**config.mk**
```make
export PLATFORM = sky130hd
export DESIGN_NAME = itc_top
export DESIGN_NICKNAME = d
export VERILOG_FILES = /design/src/shared/itc_pkg.sv /design/src/shared/itc_div_if.sv /design/src/itc_divider.sv /design/src/itc_top.sv
export SDC_FILE = /design/constraint.sdc
export NUM_CORES = 1
export LEC_CHECK = 0
export BUFFER_PORTS_ARGS = -buffer_cell sky130_fd_sc_hd__buf_2
export CAP_MARGIN = 0
export CORE_MARGIN = 4
export CORE_UTILIZATION = 55
export DETAILED_ROUTE_END_ITERATION = 12
export PLACE_DENSITY = 0.8
export SYNTH_ARGS = -nofsm -noshare
export SYNTH_HDL_FRONTEND = slang
export SYNTH_SLANG_ARGS = --single-unit
```
**constraint.sdc**
```tcl
create_clock -name SYS_CLK -period 8.7 [get_ports SYS_CLK]
set_clock_uncertainty 0.05 [all_clocks]
set_input_delay 1.74 -clock SYS_CLK [delete_from_list [all_inputs] [get_ports SYS_CLK]]
set_output_delay 1.74 -clock SYS_CLK [all_outputs]
set_load 0.01 [all_outputs]
```
**src/shared/itc_pkg.sv**
```systemverilog
`default_nettype none
// ----------------------------------------------------------------------------
// Interval timer correction constants
// ----------------------------------------------------------------------------
package itc_pkg;

  // System clock rate in MHz (4 ns period).
  localparam int SYS_CLK_MHZ = 250;

  // Low-speed oscillator stabilisation wait, in microseconds and in cycles.
  localparam int STAB_TIME_US = 210;
  localparam int STAB_CYCLES = STAB_TIME_US * SYS_CLK_MHZ;

  // Correction arithmetic terms.
  localparam int TARGET_S = 20;
  localparam int LSO_NOMINAL_HZ = 15000;
  localparam int IDEAL_MEAS = 533;
  localparam int TIMER_DIV_RATIO = 8;
  localparam logic [24:0] CORR_DIVIDEND =
    25'(TARGET_S * LSO_NOMINAL_HZ * IDEAL_MEAS / TIMER_DIV_RATIO);

  // Interval timer prescaler: last count of the divide-by-8 stage.
  localparam logic [2:0] PRESC_LAST = 3'(TIMER_DIV_RATIO - 1);

  // Reset value of the interval compare register (about 20 s at nominal rate).
  localparam logic [15:0] COMPARE_RESET = 16'h927B;
  localparam logic [15:0] COMPARE_MAX = 16'hFFFF;

  // Conversion result threshold for the buzzer alarm.
  localparam logic [15:0] ALARM_LEVEL = 16'h0E00;

  // Buzzer toggles every second low-speed falling edge, giving the rate / 4.
  localparam logic [0:0] BUZ_HALF_LAST = 1'h1;

  // Divider geometry.
  localparam int DIV_STEPS = 25;
  localparam logic [4:0] DIV_LAST_STEP = 5'(DIV_STEPS - 1);

  // Sequencer states.
  typedef enum logic [2:0] {
    ITC_STAB, ITC_MEAS, ITC_DIV, ITC_SLEEP, ITC_CONV, ITC_BUZZ
  } itc_state_t;

endpackage
`default_nettype wire

```
**src/shared/itc_div_if.sv**
```systemverilog
`timescale 1ns/10ps
`default_nettype none
// ----------------------------------------------------------------------------
// Divider request and result bundle
// ----------------------------------------------------------------------------
interface itc_div_if;
  logic start;
  logic [24:0] dividend;
  logic [16:0] divisor;
  logic done;
  logic [24:0] quotient;

  modport master (output start, output dividend, output divisor,
                  input done, input quotient);
  modport slave (input start, input dividend, input divisor,
                 output done, output quotient);
endinterface
`default_nettype wire

```
**src/itc_divider.sv**
```systemverilog
`timescale 1ns/10ps
`default_nettype none
// ----------------------------------------------------------------------------
// Restoring divider, one quotient bit per enabled cycle
// ----------------------------------------------------------------------------
module itc_divider
  import itc_pkg::*;
(
  // Clock, reset and enable.
  input wire logic clk,
  input wire logic rst,
  input wire logic ce,
  // Request and result.
  itc_div_if.slave div
);

  logic busy_q;
  logic [4:0] step_q;
  logic [17:0] rem_q;
  logic [24:0] dvd_q;
  logic [24:0] quo_q;
  logic [16:0] dvs_q;
  logic [24:0] result_q;
  logic done_q;

  // One trial subtraction of the shifted remainder.
  wire [17:0] rem_shift = {rem_q[16:0], dvd_q[24]};
  wire fits = rem_shift >= {1'b0, dvs_q};
  wire [17:0] rem_next = fits ? rem_shift - {1'b0, dvs_q} : rem_shift;
  wire last_step = busy_q && (step_q == DIV_LAST_STEP);

  // Iteration; the quotient is truncated toward zero by construction.
  always_ff @(posedge clk or posedge rst) begin
    if (rst) begin
      busy_q <= 1'b0;
      step_q <= 5'h00;
      rem_q <= 18'h00000;
      dvd_q <= 25'h0000000;
      quo_q <= 25'h0000000;
      dvs_q <= 17'h00000;
    end else if (ce) begin
      if (!busy_q && div.start) begin
        busy_q <= 1'b1;
        step_q <= 5'h00;
        rem_q <= 18'h00000;
        dvd_q <= div.dividend;
        dvs_q <= div.divisor;
      end else if (busy_q) begin
        rem_q <= rem_next;
        dvd_q <= {dvd_q[23:0], 1'b0};
        quo_q <= {quo_q[23:0], fits};
        step_q <= step_q + 5'h01;
        busy_q <= !last_step;
      end
    end
  end

  // The visible result only changes once the last bit is known, so a reader
  // never sees a half-built quotient.
  always_ff @(posedge clk or posedge rst) begin
    if (rst) begin
      result_q <= 25'h0000000;
      done_q <= 1'b0;
    end else if (ce) begin
      done_q <= last_step;
      if (last_step) begin
        result_q <= {quo_q[23:0], fits};
      end
    end
  end

  assign div.done = done_q;
  assign div.quotient = result_q;

endmodule
`default_nettype wire

```
**src/itc_top.sv**
```systemverilog
`timescale 1ns/10ps
`default_nettype none
// Behaviour
// - The compare value is 19987500 divided by the measurement, minus one, saturating at 0xFFFF.
// - The measurement is the captured count register value plus one, in fast-clock cycles.
// - The ideal measurement of 533 fast cycles per slow period scales the dividend.
// - The interval timer counts the slow clock divided by 8.
// - Compare value plus one times the divided slow period gives 20 s.
// - The correction is repeated in operation, not computed only once.
// - Below 0x0E00 after a wake the block corrects, restarts the timer and sleeps again.
// - At or above 0x0E00 the buzzer output is enabled instead of sleeping.
// - A compare match raises a wake request about every 20 s and starts one conversion.
// - At start the block waits 210 us, enables wake requests, corrects, then starts the timer.
// - The 8 MHz fast oscillator is the measurement count clock.
// - The first capture after the measurement starts is discarded; the second is used.
// - The interval timer is a 16-bit counter with a 16-bit compare register.
module itc_top
  import itc_pkg::*;
#(
  parameter int STAB_WAIT = STAB_CYCLES
) (
  // Clock, reset and enable.
  input wire logic SYS_CLK,
  input wire logic RST,
  input wire logic CLK_EN,
  // Oscillator pins, asynchronous to SYS_CLK.
  input wire logic LSO_CLK_PIN,
  input wire logic HSO_CLK_PIN,
  // Converter handshake, same clock domain.
  output logic CONV_START,
  input wire logic CONV_DONE,
  input wire logic [15:0] CONV_RESULT,
  // Buzzer control.
  input wire logic BUZZER_STOP,
  output logic BUZZER_OUTPUT_PIN,
  output logic BUZZER_ACTIVE,
  // Status.
  output logic STOP_MODE,
  output logic WAKE_IRQ,
  output logic WAKE_IRQ_ENABLED,
  output logic [15:0] INTERVAL_COMPARE_VALUE,
  output logic [15:0] CAPTURE_COUNT
);

  // --------------------------------------------------------------------------
  // Pin synchronisers and edge detection
  // --------------------------------------------------------------------------
  logic [2:0] lso_sync_q;
  logic [2:0] hso_sync_q;

  // Third stage only feeds the edge detectors; stage one feeds stage two only.
  always_ff @(posedge SYS_CLK or posedge RST) begin
    if (RST) begin
      lso_sync_q <= 3'h0;
      hso_sync_q <= 3'h0;
    end else if (CLK_EN) begin
      lso_sync_q <= {lso_sync_q[1:0], LSO_CLK_PIN};
      hso_sync_q <= {hso_sync_q[1:0], HSO_CLK_PIN};
    end
  end

  wire lso_fall = lso_sync_q[2] && !lso_sync_q[1];
  wire hso_rise = hso_sync_q[1] && !hso_sync_q[2];

  // --------------------------------------------------------------------------
  // Sequencer
  // --------------------------------------------------------------------------
  itc_state_t state_q, state_d;
  logic [16:0] stab_cnt_q;
  logic irq_en_q;
  logic meas_first_q;
  logic [15:0] hs_cnt_q;
  logic [15:0] cap_q;
  logic [15:0] cmp_q;
  logic timer_run_q;
  logic [2:0] presc_q;
  logic [15:0] tmr_q;
  logic wake_q;
  logic conv_start_q;
  logic buz_en_q;
  logic buz_half_q;
  logic buz_pin_q;

  itc_div_if div_bus ();

  wire stab_done = stab_cnt_q == 17'(STAB_WAIT - 1);
  wire capture_ok = (state_q == ITC_MEAS) && lso_fall && !meas_first_q;
  wire tmr_tick = timer_run_q && lso_fall && (presc_q == PRESC_LAST);
  wire match = tmr_tick && (tmr_q == cmp_q);
  wire alarm = CONV_RESULT >= ALARM_LEVEL;

  // Measurement is captured count plus one; the divider starts in the capture cycle.
  assign div_bus.start = capture_ok;
  assign div_bus.dividend = CORR_DIVIDEND;
  assign div_bus.divisor = {1'b0, cap_d_value()} + 17'h00001;

  // Quotient minus one, held within the 16-bit compare register.
  wire [24:0] quo = div_bus.quotient;
  wire quo_big = quo > 25'({1'b0, COMPARE_MAX} + 17'h00001);
  wire [15:0] new_cmp = (quo == 25'h0000000) ? 16'h0000 :
                        quo_big ? COMPARE_MAX : 16'(quo - 25'h0000001);

  // Value being captured this cycle, so the divisor follows it directly.
  function automatic logic [15:0] cap_d_value();
    return hs_cnt_q;
  endfunction

  // Next state: wait, measure, divide, sleep, convert, and alarm if needed.
  always_comb begin
    state_d = state_q;
    unique case (state_q)
      ITC_STAB: if (stab_done) state_d = ITC_MEAS;
      ITC_MEAS: if (capture_ok) state_d = ITC_DIV;
      ITC_DIV: if (div_bus.done) state_d = ITC_SLEEP;
      ITC_SLEEP: if (match) state_d = ITC_CONV;
      ITC_CONV: if (CONV_DONE) state_d = alarm ? ITC_BUZZ : ITC_MEAS;
      ITC_BUZZ: if (BUZZER_STOP) state_d = ITC_MEAS;
    endcase
  end

  always_ff @(posedge SYS_CLK or posedge RST) begin
    if (RST) begin
      state_q <= ITC_STAB;
      stab_cnt_q <= 17'h00000;
      irq_en_q <= 1'b0;
    end else if (CLK_EN) begin
      state_q <= state_d;
      if (state_q == ITC_STAB && !stab_done) begin
        stab_cnt_q <= stab_cnt_q + 17'h00001;
      end
      if (state_q == ITC_STAB && stab_done) begin
        irq_en_q <= 1'b1;
      end
    end
  end

  // --------------------------------------------------------------------------
  // Slow-period measurement on fast-clock edges
  // --------------------------------------------------------------------------
  // The first slow edge only starts the count; a partial period is never used.
  always_ff @(posedge SYS_CLK or posedge RST) begin
    if (RST) begin
      meas_first_q <= 1'b1;
      hs_cnt_q <= 16'h0000;
      cap_q <= 16'h0000;
    end else if (CLK_EN) begin
      if (state_q != ITC_MEAS) begin
        meas_first_q <= 1'b1;
        hs_cnt_q <= 16'h0000;
      end else if (lso_fall) begin
        meas_first_q <= 1'b0;
        hs_cnt_q <= 16'h0000;
        if (!meas_first_q) begin
          cap_q <= hs_cnt_q;
        end
      end else if (hso_rise && hs_cnt_q != COMPARE_MAX) begin
        hs_cnt_q <= hs_cnt_q + 16'h0001;
      end
    end
  end

  // --------------------------------------------------------------------------
  // Interval timer, compare register and wake request
  // --------------------------------------------------------------------------
  // The timer is stopped while correcting so the new period starts clean.
  always_ff @(posedge SYS_CLK or posedge RST) begin
    if (RST) begin
      cmp_q <= COMPARE_RESET;
      timer_run_q <= 1'b0;
      presc_q <= 3'h0;
      tmr_q <= 16'h0000;
      wake_q <= 1'b0;
      conv_start_q <= 1'b0;
    end else if (CLK_EN) begin
      wake_q <= match && irq_en_q;
      conv_start_q <= match && irq_en_q;
      if (state_q == ITC_DIV && div_bus.done) begin
        cmp_q <= new_cmp;
        timer_run_q <= 1'b1;
        presc_q <= 3'h0;
        tmr_q <= 16'h0000;
      end else if (match) begin
        timer_run_q <= 1'b0;
        presc_q <= 3'h0;
        tmr_q <= 16'h0000;
      end else if (timer_run_q && lso_fall) begin
        presc_q <= presc_q + 3'h1;
        if (tmr_tick) begin
          tmr_q <= tmr_q + 16'h0001;
        end
      end
    end
  end

  // --------------------------------------------------------------------------
  // Buzzer output at the slow rate divided by four
  // --------------------------------------------------------------------------
  always_ff @(posedge SYS_CLK or posedge RST) begin
    if (RST) begin
      buz_en_q <= 1'b0;
      buz_half_q <= 1'b0;
      buz_pin_q <= 1'b0;
    end else if (CLK_EN) begin
      buz_en_q <= state_d == ITC_BUZZ;
      // Cleared on the same edge as the enable, so the pin never stands high while off.
      if (state_d != ITC_BUZZ) begin
        buz_half_q <= 1'b0;
        buz_pin_q <= 1'b0;
      end else if (lso_fall) begin
        buz_half_q <= buz_half_q + 1'b1;
        if (buz_half_q == BUZ_HALF_LAST) begin
          buz_pin_q <= !buz_pin_q;
        end
      end
    end
  end

  itc_divider u_div (
    .clk(SYS_CLK),
    .rst(RST),
    .ce(CLK_EN),
    .div(div_bus)
  );

  // Outputs.
  assign CONV_START = conv_start_q;
  assign BUZZER_OUTPUT_PIN = buz_pin_q;
  assign BUZZER_ACTIVE = buz_en_q;
  assign STOP_MODE = state_q == ITC_SLEEP;
  assign WAKE_IRQ = wake_q;
  assign WAKE_IRQ_ENABLED = irq_en_q;
  assign INTERVAL_COMPARE_VALUE = cmp_q;
  assign CAPTURE_COUNT = cap_q;

endmodule
`default_nettype wire

```
* Word-level counts from Yosys, hierarchy flattened
Cells that the tools add are included.
** Word-level totals
- RAM bits :: 0
- Input bits :: 23
- Bits in latches :: 0
- Bits in registers :: 215
- Memory bits (read-only) :: 0
- Memories kept :: 0
- Logic and storage cells :: 136
** Operators by class
- Bitwise gates (word level) :: 3
- Shift-type cells :: 0
- Add/subtract/negate cells :: 9
- Multipliers :: 0
- Mux-type cells :: 38
- Reductions and logical operators :: 46
- Divide/modulo/power cells :: 0
- Equal/unequal tests :: 13
- Order comparisons :: 3
** Operators with widths (number)
- $mux W16 :: 9
- $mux W17 :: 3
- $mux W25 :: 2
- $add A16 B1 Y16 const B :: 2
- $mux W3 :: 10
- $gt A25 B17 Y1 const B :: 1
- $logic_not A25 Y1 :: 1
- $reduce_and A2 Y1 :: 11
- $ge A18 B17 Y1 :: 1
- $pmux W3 S6 :: 1
- $add A16 B1 Y17 const B :: 1
- $add A17 B1 Y17 const B :: 1
- $eq A17 B16 Y1 const B :: 1
- $sub A17 B17 Y17 :: 1
- $eq A16 B16 Y1 :: 1
- $ge A16 B12 Y1 const B :: 1
- $ne A16 B16 Y1 const B :: 1
- $sub A16 B1 Y16 const B :: 1
- $logic_and A1 B1 Y1 :: 14
- $eq A3 B3 Y1 const B :: 4
- $mux W1 :: 11
- $mux W5 :: 2
- $reduce_bool A2 Y1 :: 5
- $reduce_and A3 Y1 :: 3
- other kinds (13) :: 24

* Depth between registers and ports, before layout
- Depth in word-level cells :: 10
- Depth in mapped cells :: 12

* Hierarchy
From an unflattened synthesis, not the netlist that was laid out.
** Second synthesis, totals
- Cell total of the unflattened synthesis :: 1074
- Area, all modules :: 10856.7 um2
** By module, submodules not included
- itc_divider :: seq. area each 2877.8 um2, cells an instance 541, times used 1, area an instance 5584.1 um2
- itc_top :: seq. area each 2514.9 um2, cells an instance 533, times used 1, area an instance 5272.6 um2

* Worst setup path before layout
No wires, ideal clock.
- Path kind :: input -> register
- Start :: input port CLK_EN
- End :: register u_div.result_q[12], in the netlist u_div.div.quotient[12]
- Path slack :: 5.315 ns
- Data arrival time :: 3.208 ns
- Path buffers :: 2
- Setup time :: 0.127 ns
- Stages on the path :: 5
- Cell sequence :: buf_2 > nand2_1 > nor2_1 > clkbuf_1 > mux2_1
** Between the ends
- Longest elaborated chain between the ends :: 1
** Ends and longest elaborated chain
- start, declared :: line itc_top.sv:25 : input wire logic CLK_EN,
- $reduce_and A2 Y1 (no line)
- end signal, assigned :: line itc_divider.sv:67 : result_q <= {quo_q[23:0], fits};
- end, declared :: line itc_divider.sv:23 : logic [24:0] result_q;
Every way passes these cells.
A chain may end at the register's enable or synchronous reset.

* Final worst setup path
- Start :: input port CLK_EN
- End :: register u_div.dvs_q[2]
** Between the ends
- Longest elaborated chain between the ends :: 1
** Ends and longest elaborated chain
- $reduce_and A2 Y1 (no line)
- end signal, assigned :: line itc_divider.sv:47 : dvs_q <= div.divisor;
- end, declared :: line itc_divider.sv:22 : logic [16:0] dvs_q;
Every way passes these cells.

==> impl_metrics.csv <==
group,metric,value,unit
pwr,powerDensity,276,nW/um2
yosys,post-synth-top-count-cell,"nand2_1",
clocking,post_cts_buffers,0,
sta,fin_crit,3460,ps
place,dp_hpwl,13.5,mm
setup_path,critPathCaptureType,"flip-flop",
layout,syn_to_final_growth,11.7,%
sta,slew_violations,0,
yosys,async_flop_share,1.00,
sta,fin_crit_sh,0.398,
yosys,synth_top_area_frac,0.479,
layout,antenna_cells,0,
floorplanning,die_w,147,um
setup_path,startpoint_type,"input port",
routing,ant_nets,0,
floorplanning,rows,50,
global_route,grt_antenna_before_repair,0,
setup_path,cp.required,9070,ps
clocking,htreeDepth,1,
place,postPlaceCellArea,11100,um2
yosys,synth_seq_cells,213,
sta,worst_pin_slew,1160,ps
clocking,cts-buffers-inserted,24,
yosys,synth_edf_count,0,
yosys,syn_avg_cell_area,9.59,um2
yosys,syn-num-nets,1155,
yosys,synth.area.top_cells,"dfrtp_1 48%, nand2_1 8.1%, xor2_1 3.7%, ha_1 3.1%, o21ai_1 3.1%",
floorplanning,io-pin-count,61,
pwr,power,0.00327,W
clocking,cts.sinks,213,
yosys,yosysUniqueCellTypes,65,
routing,via_per_inst,5.49,
place,finalWeightedCongestion,0.915,
sta,rsz0062_at_grt,"no",
clocking,root_buffer,"clkbuf_16",
routing,vias,7797,
sta,fin_tns_setup,0,ps
clocking,clk_latency,500,ps
layout,final_area,11800,um2
setup_path,crit_type,"input port to flip-flop",
clocking,cts_tree,"done",
yosys,ys_seq_area_frac,0.504,
pwr,p_leak,5.91,nW
layout,fillers,1494,
job,drv.max_cap_violation_count,0,
layout,drive_above_1_share,0.122,
sta,finalSetupViolCount,0,
routing,wl,20.6,mm
yosys,syn_area,10600,um2
routing,drt_iter0_markers,429,
clocking,clockBufferDepth,3,
sta,fmax,289,MHz
run_status,status,"finished, final reports clean",
sta,finalHoldViolCount,0,
clocking,hold_buffers,0,
yosys,synthFlopType,"dfrtp_1",
global_route,grt_max_degree,146,
global_route,grt_pass1_wl,36.3,mm
routing,drc,0,
clocking,cts_repair_resize_count,0,
routing,wire_per_inst,14.5,um
min_path,hold_class,"flip-flop to flip-flop",
yosys,yosysWarnings,0,
pwr,vdd_drop_max,242,uV
floorplanning,die-area,21600,um2
routing,dr.pass1.iters,5,
layout,layout.nets,1194,
global_route,overflow,0,
floorplanning,start_util,0.563,
global_route,grtUsageTotal,0.194,
yosys,synth_common_cells,"230 x nand2_1, 203 x dfrtp_1, 81 x nor2_1",
setup_path,cp.arrival,3830,ps
setup_path,crit_fanout,37,
sta,relSlewSlack,0.227,
setup_path,regToRegSetupSlack,5560,ps
floorplanning,die_y,147,um
yosys,yosysTopAreaCell,"dfrtp_1",
layout,fin_util,0.629,
place,numPortBuffers,51,
floorplanning,coreArea,18800,um2
global_route,grt_pass1_vias,7726,
yosys,synthCells,1105,
clocking,path_clk_slew,50,ps
==> where the power goes <==
part / total (W) / switching (W) / internal (W)
sequential: 0.00129 / 0.000125 / 0.00117
clock: 0.000983 / 0.000379 / 0.000604
combinational: 0.000993 / 0.000581 / 0.000413
total: 0.00327 / 0.00108 / 0.00218
==> area by class of cell <==
type	instances	area [um2]	share of cell area
sequential	213	5340	0.451
multi-input combinational	805	4910	0.415
clock buffer	38	734	0.0621
tap	260	325	0.0275
timing repair buffer	60	323	0.0273
inverter	40	158	0.0133
clock inverter	4	45.0	0.00381
==> final timing paths <==
| kind | start | end | depth (start not counted) |
|---|---|---|---|
| worst min-delay path | CAPTURE_COUNT[7] | CAPTURE_COUNT[7] | 2 |
| worst max register to register | u_div.dvs_q[0] | u_div.rem_q[15] | 9 |
| max in group asynchronous | RST | CAPTURE_COUNT[4] | 3 |
| worst min register to register | CAPTURE_COUNT[7] | CAPTURE_COUNT[7] | 2 |
| min in group asynchronous | RST | tmr_q[2] | 2 |
| worst max-delay path | CLK_EN | u_div.dvs_q[2] | 8 |
==> through the flow <==
stage / hold slack, ps / instances / worst slack [ps]
detailed placement: 407 / 1378 / 4730
floorplan: 390 / 1105 / 1100
finish: 418 / 1420 / 5240
CTS: 422 / 1420 / 5250
global placement: 405 / 1378 / 4780
global route: 442 / 1420 / 5030
==> worst max-delay path, cell delays in order <==
cell and delay (ps):
buf_2 440, nand2_1 240, or3_1 430, buf_4 280
nor2_2 120, buf_4 340, nor2_1 70, a31oi_1 140
==> registers in the layout, indices dropped and copies added (netlist names), 5 cells and up <==
name / count
u_div.rem_q: 17
u_div.dvd_q: 23
u_div.div.quotient: 25
u_div.quo_q: 24
INTERVAL_COMPARE_VALUE: 16
u_div.dvs_q: 17
tmr_q: 16
CAPTURE_COUNT: 16
hs_cnt_q: 16
stab_cnt_q: 17
u_div.step_q: 5
==> layout by cell type (no fill, tap or decap), drive strengths merged, types with 30 or more instances in the layout <==
cell type  Yosys  layout
inv           40      40
nor2          82      82
nand2        230     230
clkbuf        27      38
o21ai         78      78
nand3         34      34
xor2          45      45
xnor2         30      30
buf           20      60
dfrtp        203     203
a21oi         43      43
mux2          33      33
==> cell families after synthesis <==
group	Yosys count	synth area share
multiplexers	44	0.0455
AO/OA/AOI/OAI	203	0.121
XOR/XNOR	75	0.0620
buffers and inverters	87	0.0338
adder cells (fa/ha/maj)	28	0.0335
AND/OR/NAND/NOR	455	0.200
flip-flops	213	0.504
==> metal layers <==
metal,track usage,up-vias,share of wire
li1,-,3876,-
met1,0.263,3744,0.46
met2,0.329,142,0.48
met3,0.0305,35,0.040
met4,0.0475,0,0.020
met5,0,-,0
Power figures use the tool's default switching activity.
